--- src/bfd_consts.vh ---
/*
 Shared constants for the branch field decoder: instruction field positions
 (given in the big-endian numbering used by the instruction set, bit 0 = MSB)
 and opcode values. Assumes the includer is plain Verilog-2005.
*/
`ifndef BFD_CONSTS_VH
`define BFD_CONSTS_VH

// ==========================================================================
// Field positions, instruction numbering (bit 0 is the MSB)
`define BFD_OPCD_FIRST 0
`define BFD_OPCD_LAST 5
`define BFD_BOPT_FIRST 6
`define BFD_BOPT_LAST 10
`define BFD_CBIT_FIRST 11
`define BFD_CBIT_LAST 15
`define BFD_CBIT2_FIRST 16
`define BFD_CBIT2_LAST 20
`define BFD_CDISP_FIRST 16
`define BFD_CDISP_LAST 29
`define BFD_LDISP_FIRST 6
`define BFD_LDISP_LAST 29
`define BFD_XOP_FIRST 21
`define BFD_XOP_LAST 30
`define BFD_ABS_BIT 30
`define BFD_REC_BIT 31
`define BFD_CFLD_FIRST 6
`define BFD_CFLD_LAST 8

// ==========================================================================
// Primary and extended opcodes used to classify the word
`define BFD_OP_BC 6'h10
`define BFD_OP_B 6'h12
`define BFD_OP_CRGRP 6'h13
`define BFD_XO_MCRF 10'h000
`define BFD_XO_BCLR 10'h010
`define BFD_XO_BCCTR 10'h210

// ==========================================================================
// Reset values
`define BFD_WORD_RST 32'h0000_0000

`endif

--- src/bfd_branch_field_decode.v ---
/*
 Branch and condition-register field decoder. Takes an instruction word and
 its address from fetch, and one cycle later presents the branch target,
 branch options, condition-bit and condition-field selects and record-form
 update request. Assumes fetch presents a word with a valid strobe and that
 the branch and condition logic accept results on every cycle.
*/
// Operation
// - Relative target: displacement plus instruction address
// - Absolute target: sign-extended displacement used directly
// - Conditional displacement: bits 16-29, shifted, sign-extended
// - Branch condition bit selected by bits 11-15
// - Branch options bits 6-10 passed onward
// - Logic first source bit from bits 11-15
// - Bit selects 0-31, field selects 0-7
// - Record form also updates a condition field
// - Record bit 31: one updates, zero not
// - Long displacement: bits 6-29, shifted, sign-extended
`timescale 1ns/10ps
`include "bfd_consts.vh"

module bfd_branch_field_decode (
    input wire CLK_I,
    input wire RST_I,
    input wire INSTR_VALID_I,
    input wire [31:0] INSTR_WORD_I,
    input wire [31:0] CURRENT_INSTR_ADDRESS_I,
    output wire DEC_VALID_O,
    output wire [31:0] EFFECTIVE_TARGET_O,
    output wire IS_BRANCH_O,
    output wire IS_COND_BRANCH_O,
    output wire ABSOLUTE_TARGET_BIT_O,
    output wire [4:0] BRANCH_OPTIONS_FIELD_O,
    output wire [4:0] COND_BIT_SELECT_O,
    output wire IS_CR_LOGIC_O,
    output wire [4:0] LOGIC_SRC_BIT_FIRST_O,
    output wire [4:0] LOGIC_SRC_BIT_SECOND_O,
    output wire [4:0] LOGIC_DST_BIT_O,
    output wire [2:0] CR_FIELD_DST_O,
    output wire [2:0] CR_FIELD_SRC_O,
    output wire RECORD_FLAG_O,
    output wire CR_FIELD_UPDATE_O
);

    // ==========================================================================
    // Bit reordering: instruction bit n lives at vector index 31-n
    wire [31:0] w;
    genvar gi;
    generate
        for (gi = 0; gi < 32; gi = gi + 1) begin : g_swap
            assign w[gi] = INSTR_WORD_I[31-gi];
        end
    endgenerate
    // w[k] is instruction bit k, so a field first:last is {w[first], ..., w[last]}

    // ==========================================================================
    // Field extraction
    wire [5:0] opcd = {w[0], w[1], w[2], w[3], w[4], w[5]};
    wire [9:0] xop = {w[21], w[22], w[23], w[24], w[25], w[26], w[27], w[28], w[29], w[30]};
    wire [4:0] f_6_10 = {w[6], w[7], w[8], w[9], w[10]};
    wire [4:0] f_11_15 = {w[11], w[12], w[13], w[14], w[15]};
    wire [4:0] f_16_20 = {w[16], w[17], w[18], w[19], w[20]};
    wire [2:0] f_6_8 = f_6_10[4:2];
    wire [2:0] f_11_13 = f_11_15[4:2];
    // Low-numbered instruction bits sit in the high part of the value
    wire [13:0] cond_branch_displacement = INSTR_WORD_I[15:2];
    wire [23:0] long_branch_displacement = INSTR_WORD_I[25:2];
    wire absolute_target_bit = w[`BFD_ABS_BIT];
    wire record_flag = w[`BFD_REC_BIT];

    // ==========================================================================
    // Classification
    wire is_b = (opcd == `BFD_OP_B);
    wire is_bc = (opcd == `BFD_OP_BC);
    wire is_crgrp = (opcd == `BFD_OP_CRGRP);
    wire is_bcreg = is_crgrp && ((xop == `BFD_XO_BCLR) || (xop == `BFD_XO_BCCTR));
    wire is_mcrf = is_crgrp && (xop == `BFD_XO_MCRF);
    // Remaining group members with bits 27-29 clear and bit 30 set cover the eight bit-logic ops
    wire is_crlogic = is_crgrp && !is_bcreg && !is_mcrf && (xop[3:0] == 4'h1);
    // Branches use bit 31 as the link bit, so they never record
    wire rec_capable = !(is_b || is_bc || is_crgrp);

    // ==========================================================================
    // Target formation
    wire [31:0] cdisp_ext = {{16{cond_branch_displacement[13]}}, cond_branch_displacement, 2'b00};
    wire [31:0] ldisp_ext = {{6{long_branch_displacement[23]}}, long_branch_displacement, 2'b00};
    wire [31:0] disp_ext = is_b ? ldisp_ext : cdisp_ext;
    reg [31:0] effective_target_nxt;
    always @* begin
        if (absolute_target_bit) begin
            effective_target_nxt = disp_ext;
        end else begin
            effective_target_nxt = CURRENT_INSTR_ADDRESS_I + disp_ext;
        end
    end

    // ==========================================================================
    // Next values of the registered outputs
    // Class flags and update are gated by valid; absolute is gated by the b/bc class only; record and operand fields pass for any word, so a
    // consumer must qualify them with its own class flag
    wire dec_valid_nxt = INSTR_VALID_I;
    wire is_branch_nxt = INSTR_VALID_I && (is_b || is_bc || is_bcreg);
    wire is_cond_branch_nxt = INSTR_VALID_I && (is_bc || is_bcreg);
    wire absolute_target_bit_nxt = absolute_target_bit && (is_b || is_bc);
    wire [4:0] branch_options_field_nxt = f_6_10;
    wire [4:0] cond_bit_select_nxt = f_11_15;
    wire is_cr_logic_nxt = INSTR_VALID_I && is_crlogic;
    wire [4:0] logic_src_bit_first_nxt = f_11_15;
    wire [4:0] logic_src_bit_second_nxt = f_16_20;
    wire [4:0] logic_dst_bit_nxt = f_6_10;
    wire [2:0] cr_field_dst_nxt = f_6_8;
    wire [2:0] cr_field_src_nxt = f_11_13;
    wire record_flag_nxt = record_flag;
    wire cr_field_update_nxt = INSTR_VALID_I && rec_capable && record_flag;

    // ==========================================================================
    // Output registers
    // One register per output keeps each field traceable; all share one
    // clock and reset, so a result set always moves as one
    bfd_field_reg #(
        .WIDTH(1)
    ) u_dec_valid (
        .clk_i(CLK_I),
        .rst_i(RST_I),
        .d_i(dec_valid_nxt),
        .q_o(DEC_VALID_O)
    );

    bfd_field_reg #(
        .WIDTH(32)
    ) u_effective_target (
        .clk_i(CLK_I),
        .rst_i(RST_I),
        .d_i(effective_target_nxt),
        .q_o(EFFECTIVE_TARGET_O)
    );

    bfd_field_reg #(
        .WIDTH(1)
    ) u_is_branch (
        .clk_i(CLK_I),
        .rst_i(RST_I),
        .d_i(is_branch_nxt),
        .q_o(IS_BRANCH_O)
    );

    bfd_field_reg #(
        .WIDTH(1)
    ) u_is_cond_branch (
        .clk_i(CLK_I),
        .rst_i(RST_I),
        .d_i(is_cond_branch_nxt),
        .q_o(IS_COND_BRANCH_O)
    );

    bfd_field_reg #(
        .WIDTH(1)
    ) u_absolute_target_bit (
        .clk_i(CLK_I),
        .rst_i(RST_I),
        .d_i(absolute_target_bit_nxt),
        .q_o(ABSOLUTE_TARGET_BIT_O)
    );

    bfd_field_reg #(
        .WIDTH(5)
    ) u_branch_options_field (
        .clk_i(CLK_I),
        .rst_i(RST_I),
        .d_i(branch_options_field_nxt),
        .q_o(BRANCH_OPTIONS_FIELD_O)
    );

    bfd_field_reg #(
        .WIDTH(5)
    ) u_cond_bit_select (
        .clk_i(CLK_I),
        .rst_i(RST_I),
        .d_i(cond_bit_select_nxt),
        .q_o(COND_BIT_SELECT_O)
    );

    bfd_field_reg #(
        .WIDTH(1)
    ) u_is_cr_logic (
        .clk_i(CLK_I),
        .rst_i(RST_I),
        .d_i(is_cr_logic_nxt),
        .q_o(IS_CR_LOGIC_O)
    );

    bfd_field_reg #(
        .WIDTH(5)
    ) u_logic_src_bit_first (
        .clk_i(CLK_I),
        .rst_i(RST_I),
        .d_i(logic_src_bit_first_nxt),
        .q_o(LOGIC_SRC_BIT_FIRST_O)
    );

    bfd_field_reg #(
        .WIDTH(5)
    ) u_logic_src_bit_second (
        .clk_i(CLK_I),
        .rst_i(RST_I),
        .d_i(logic_src_bit_second_nxt),
        .q_o(LOGIC_SRC_BIT_SECOND_O)
    );

    bfd_field_reg #(
        .WIDTH(5)
    ) u_logic_dst_bit (
        .clk_i(CLK_I),
        .rst_i(RST_I),
        .d_i(logic_dst_bit_nxt),
        .q_o(LOGIC_DST_BIT_O)
    );

    bfd_field_reg #(
        .WIDTH(3)
    ) u_cr_field_dst (
        .clk_i(CLK_I),
        .rst_i(RST_I),
        .d_i(cr_field_dst_nxt),
        .q_o(CR_FIELD_DST_O)
    );

    bfd_field_reg #(
        .WIDTH(3)
    ) u_cr_field_src (
        .clk_i(CLK_I),
        .rst_i(RST_I),
        .d_i(cr_field_src_nxt),
        .q_o(CR_FIELD_SRC_O)
    );

    bfd_field_reg #(
        .WIDTH(1)
    ) u_record_flag (
        .clk_i(CLK_I),
        .rst_i(RST_I),
        .d_i(record_flag_nxt),
        .q_o(RECORD_FLAG_O)
    );

    bfd_field_reg #(
        .WIDTH(1)
    ) u_cr_field_update (
        .clk_i(CLK_I),
        .rst_i(RST_I),
        .d_i(cr_field_update_nxt),
        .q_o(CR_FIELD_UPDATE_O)
    );

endmodule

--- src/bfd_field_reg.v ---
/*
 Holds the decoded outputs in a bank of flip-flops so that every data output
 of the decoder comes from a register. Assumes a synchronous active-high reset.
*/
`timescale 1ns/10ps
`include "bfd_consts.vh"

module bfd_field_reg #(
    parameter WIDTH = 32
) (
    input wire clk_i,
    input wire rst_i,
    input wire [WIDTH-1:0] d_i,
    output reg [WIDTH-1:0] q_o
);

    // ==========================================================================
    // Storage
    always @(posedge clk_i) begin
        if (rst_i) begin
            q_o <= {WIDTH{1'b0}};
        end else begin
            q_o <= d_i;
        end
    end

endmodule

--- config.mk ---
export PLATFORM = sky130hd
export DESIGN_NAME = bfd_branch_field_decode
export DESIGN_NICKNAME = d
export VERILOG_FILES = /design/src/bfd_branch_field_decode.v /design/src/bfd_field_reg.v
export VERILOG_INCLUDE_DIRS = /design/src /design/src/src
export SDC_FILE = /design/constraint.sdc
export NUM_CORES = 1
export LEC_CHECK = 0
export ABC_AREA = 1
export BUFFER_PORTS_ARGS = -buffer_cell sky130_fd_sc_hd__clkbuf_2
export CAP_MARGIN = 20
export CELL_PAD_IN_SITES_DETAIL_PLACEMENT = 1
export CELL_PAD_IN_SITES_GLOBAL_PLACEMENT = 1
export CORE_MARGIN = 2
export CORE_UTILIZATION = 34
export CTS_CLUSTER_DIAMETER = 80
export CTS_CLUSTER_SIZE = 14
export DETAILED_ROUTE_END_ITERATION = 16
export GPL_TIMING_DRIVEN = 1
export PLACE_DENSITY_LB_ADDON = 0.3
export SETUP_SLACK_MARGIN = 0.1
export SKIP_CTS_REPAIR_TIMING = 1
export SLEW_MARGIN = 15
export SYNTH_ARGS = -nofsm -noshare
export SYNTH_HDL_FRONTEND = slang
export SYNTH_SLANG_ARGS = --single-unit
--- constraint.sdc ---
create_clock -name CLK_I -period 3.12 [get_ports CLK_I]
set_clock_uncertainty 0.05 [all_clocks]
set_input_delay 0.468 -clock CLK_I [delete_from_list [all_inputs] [get_ports CLK_I]]
set_output_delay 0.468 -clock CLK_I [all_outputs]
set_load 0.02 [all_outputs]
# == After elaboration in Yosys (flattened, before gate mapping) ==
# Cells that the tools add are included.
# classes
muxes,2
eq_ne,6
reduce_logical,20
add_sub_neg,1
# op_table
operator,n
2-to-1 mux 32 bit,2
adder 32 bit,1
"== test 6 x 5 -> 1 bit, second input constant",3
logical AND 1 bit,11
"== test 10 bit, second input constant",1
"== test 10 x 5 -> 1 bit, second input constant",1
logical NOT 10 bit,1
logical OR 1 bit,5
"== test 4 x 1 -> 1 bit, second input constant",1
logical NOT 1 bit,3
# word_totals
wordCells,42
regBits,60
output_inout_bits,70
in_bits,67

# == Longest topological paths before layout ==
# depth
depth_word,8
mapped_depth,19
depth_no_buf,18

# == Modules after synthesis ==
# Synthesis repeated with hierarchy kept, for this count alone.
# unflattened
cells_unflattened,800
hier_area_um2,4815.9
# modules_own_cells
module,cells_each,area_per_inst_um2,seq_area_each_um2,instances
bfd_branch_field_decode,587,2837.7,0.0,1
bfd_field_reg (u_effective_target),99,914.6,640.6,1
bfd_field_reg (u_branch_options_field ...),15,137.6,100.1,5
bfd_field_reg (u_absolute_target_bit ...),3,30.0,20.0,7
bfd_field_reg (u_cr_field_dst ...),9,82.6,60.1,2

# == Worst setup path after synthesis ==
# Ideal clock, no wire load.
# synth_path
path_type,in2reg
startpoint,input port INSTR_WORD_I[30]
endpoint,register u_effective_target.q_o[30]
slack_ps,779
path_stages,18
n_path_buf,1
t_arrival_ps,2158
required_ps,2938
setup_ps,132
cell_sequence,inv_1 -> nor2_2 -> nand3_4 -> nand2_2 -> buf_6 -> o21ai_0 -> inv_1 -> ha_1 -> nand2_1 -> inv_1 -> nand2_1 -> nand2_1 -> nand2_1 -> nand2_1 -> a21oi_1 -> nand3_1 -> nand3_1 -> a21oi_1
# synth_between
elab_chain_cells,4
# synth_lines
item,line,text
start: declaration,bfd_branch_field_decode.v:26,"input wire [31:0] INSTR_WORD_I,"
== test 6 x 5 -> 1 bit (no line) (*),n/a,
2-to-1 mux 32 bit (*),bfd_branch_field_decode.v:87,wire [31:0] disp_ext = is_b ? ldisp_ext : cdisp_ext;
adder 32 bit,bfd_branch_field_decode.v:93,effective_target_nxt = CURRENT_INSTR_ADDRESS_I + disp_ext;
2-to-1 mux 32 bit (*),bfd_branch_field_decode.v:90,if (absolute_target_bit) begin
end signal: assignment,bfd_field_reg.v:21,q_o <= {WIDTH{1'b0}};
end signal: assignment,bfd_field_reg.v:23,q_o <= d_i;
end: declaration,bfd_field_reg.v:14,output reg [WIDTH-1:0] q_o
# Mark *: on every way between the ends. The rest lies on a longest branch, timed or not.
# A chain may end at the register's enable or synchronous reset.

# == Final worst setup path ==
# layout_path
startpoint,input port INSTR_WORD_I[29]
endpoint,register u_effective_target.q_o[26]
# Same word-level chain as after synthesis.

==> results_dict.tcl <==
set metrics [dict create \
    layout.nets 872 \
    yosys_warnings 0 \
    hold_viol_final 0 \
    cp-start-kind "input pin" \
    clkTransAtPathRegs_ns 0.08 \
    arrival_ns 2.88 \
    finalSetupViolCount 0 \
    route.detailed.drc 0 \
    clkPwrFrac 0.289 \
    io_pins 137 \
    finalMaxSlewViolations 0 \
    globalRouteTotalUtil 0.223 \
    pwr-share-comb 0.347 \
    internal_power_uw 1300 \
    antenna_cells 0 \
    cts.htree.levels 2 \
    vias 4410 \
    die-area_sq_um 12700 \
    antenna_found_initial 0 \
    core_sq_um 11500 \
    grt_max_degree 26 \
    period_needed_ns 2.74 \
    power_switching_uw 793 \
    crit_path_cell_trace "clkbuf_2, nor2_2, nand4_1, nand2_1, inv_1, ha_1, nand2_1, nor2_2, nand2_1, nor2_1, nand2_1, nand3_1, nand2_1, nand3_1, a21oi_1" \
    tightest_slew_ns 0.687 \
    slew_headroom 0.538 \
    worstPathRequired_ns 3.25 \
    ir_drop_mv 0.221 \
    gp_congestion 0.890 \
    outcome "completed" \
    cts_tree "built" \
    end_kind "flop" \
    initial_utilization 0.351 \
    critPathMaxStageDelay_ns 0.43 \
    clock_path_buffers 2 \
    dpl_worst_slack_ns -0.0226 \
    first_pass_iters 4 \
    root_buffer "clkbuf_16" \
    pwr-share-seq 0.364 \
    max_freq_mhz 365 \
    antenna_left 0 \
    netlist_area_sq_um 4020 \
    die_h_microns 113 \
    grt_pass1_vias 4616 \
    portBuffers 136 \
    seqCellArea_sq_um 1080 \
    period_share 0.879 \
    switching_share 0.379 \
    syn_nets 749 \
    power.density_nw_per_um2 426 \
    cts_made_buffers 5 \
    ys_seq_area_frac 0.269 \
    wl_per_cell_microns 15.3 \
    routed_via_density 4.80 \
    crit_path_frequent_cell "nand2_1" \
    critPathBufInv 2 \
    die_w_microns 113 \
    overflow 0 \
    cts_sinks 54 \
    synthDistinctLibCells 35 \
    cpLargestDelayFamily "simple AND/OR/NAND/NOR gates" \
    synth_cells 651 \
    cp_max_fo 7 \
    min_path_type "in -> reg" \
    wl_microns 14100 \
    synth.avg_cell_area_sq_um 6.18 \
    nFillCells 1617 \
    area_growth_pct 21.9 \
    setup.worst_path.class "in -> reg" \
    crit_slowest_cell "ha_1" \
    multi_input_area_sq_um 2300 \
    grt_pass1_wl_microns 22800 \
    ys_ff_latch 54 \
    drt-initial-drc-count 158 \
    post-route-util 0.427 \
    final_layout_size_suffix_gt1_frac 0.218 \
    maxCapViolations 0 \
    rsz0062_at_grt "false" \
    leakage_uw 0.00291 \
    rows 39 \
    hpwl_microns 12000 \
    fin_ws_ns 0.377 \
]
[layout by cell type, fill, tap and decap left out, types with 11 or more instances in the layout]
master / Yosys / final
nand2_1: 198 / 198
clkbuf_2: 0 / 136
inv_1: 129 / 129
nor2_1: 64 / 63
dfxtp_1: 54 / 54
nand3_1: 38 / 38
ha_1: 30 / 29
a21oi_1: 28 / 28
o21ai_0: 20 / 20
xnor2_1: 11 / 11
[power by group through the flow]
stage / combinational, uW / clock (uW) / sequential, uW
after floorplan: 421 / 0 / 842
after global placement: 705 / 0 / 776
after detailed placement: 722 / 0 / 778
after CTS: 728 / 612 / 761
after global routing: 809 / 641 / 765
final: 725 / 604 / 761
[through the flow]
| stage | hold WS [ns] | setup TNS [ns] | total power, uW | instance area [sq um] | instances |
|---|---|---|---|---|---|
| 4_1_cts | 0.314 | 0 | 2100 | 4900 | 918 |
| 3_3_place_gp | 0.617 | 0 | 1480 | 4740 | 910 |
| 2_1_floorplan | 0.507 | 0 | 1260 | 4020 | 651 |
| 5_1_grt | 0.313 | 0 | 2210 | 4900 | 918 |
| 3_5_place_dp | 0.633 | -0.0226 | 1500 | 4740 | 910 |
| 6_report | 0.318 | 0 | 2090 | 4900 | 918 |
[final cells by class]
cell class | instances | area share
timing repair buffer | 138 | 0.142
multi-input combinational | 444 | 0.469
sequential | 54 | 0.221
tap | 143 | 0.0365
clock buffer | 5 | 0.0255
inverter | 131 | 0.100
clock inverter | 3 | 0.00587
[state kept, by name, indices dropped and copies added, names as in the netlist]
| register | cells |
|---|---|
| u_is_cr_logic.q_o | 1 |
| u_dec_valid.q_o | 1 |
| u_absolute_target_bit.q_o | 1 |
| u_cr_field_update.q_o | 1 |
| u_logic_src_bit_first.q_o | 5 |
| u_logic_dst_bit.q_o | 5 |
| u_is_cond_branch.q_o | 1 |
| u_effective_target.q_o | 32 |
| u_logic_src_bit_second.q_o | 5 |
| u_is_branch.q_o | 1 |
| u_record_flag.q_o | 1 |
[path summary, 6_finish.rpt]
path,startpoint,end,cells past startpoint
setup / recovery,INSTR_WORD_I[29],u_effective_target.q_o[26],15
hold / removal,CURRENT_INSTR_ADDRESS_I[0],u_effective_target.q_o[0],3
[cell families (layout without fill, tap and decap cells)]
group / count (synthesis) / in the layout / synth area share
adder cells (fa/ha/maj): 31 / 31 / 0.0983
flip-flops: 54 / 54 / 0.269
buffers and inverters: 153 / 277 / 0.160
AO/OA/AOI/OAI: 66 / 66 / 0.0908
XOR/XNOR: 13 / 13 / 0.0283
AND/OR/NAND/NOR: 334 / 334 / 0.353
[Yosys cell counts]
cell | n | area, sq um
nand3_2 | 4 | 40.0
nand4_1 | 6 | 37.5
nand3b_1 | 3 | 22.5
ha_1 | 30 | 375
inv_2 | 2 | 7.51
nand3_4 | 1 | 17.5
inv_1 | 129 | 484
o21ai_2 | 1 | 8.76
a21oi_1 | 28 | 140
a21o_1 | 2 | 15.0
buf_4 | 16 | 120
nor2_1 | 64 | 240
xor2_1 | 2 | 17.5
buf_6 | 1 | 11.3
nor4_1 | 1 | 6.26
nand3_1 | 38 | 190
buf_2 | 2 | 10.0
a21oi_2 | 1 | 8.76
buf_1 | 3 | 11.3
nor3_1 | 4 | 20.0
and2_1 | 1 | 6.26
fa_1 | 1 | 20.0
o22ai_1 | 9 | 56.3
nand2_1 | 198 | 743
o21bai_1 | 2 | 15.0
nor2_2 | 5 | 31.3
o21ai_0 | 20 | 100
nand2_2 | 4 | 25.0
or2_0 | 1 | 6.26
nor2_4 | 2 | 22.5
o21ai_1 | 2 | 10.0
or2_1 | 2 | 12.5
dfxtp_1 | 54 | 1080
xnor2_1 | 11 | 96.3
o21bai_2 | 1 | 11.3
[layer usage]
layer,global-route usage,share of wire,wire [microns],vias up
li1,-,-,-,2226
met5,0,0,0,-
met4,0.0553,0.018,255,0
met3,0.0284,0.040,566,16
met2,0.399,0.48,6730,106
met1,0.285,0.46,6520,2062
(Power assumes the default switching activity.)
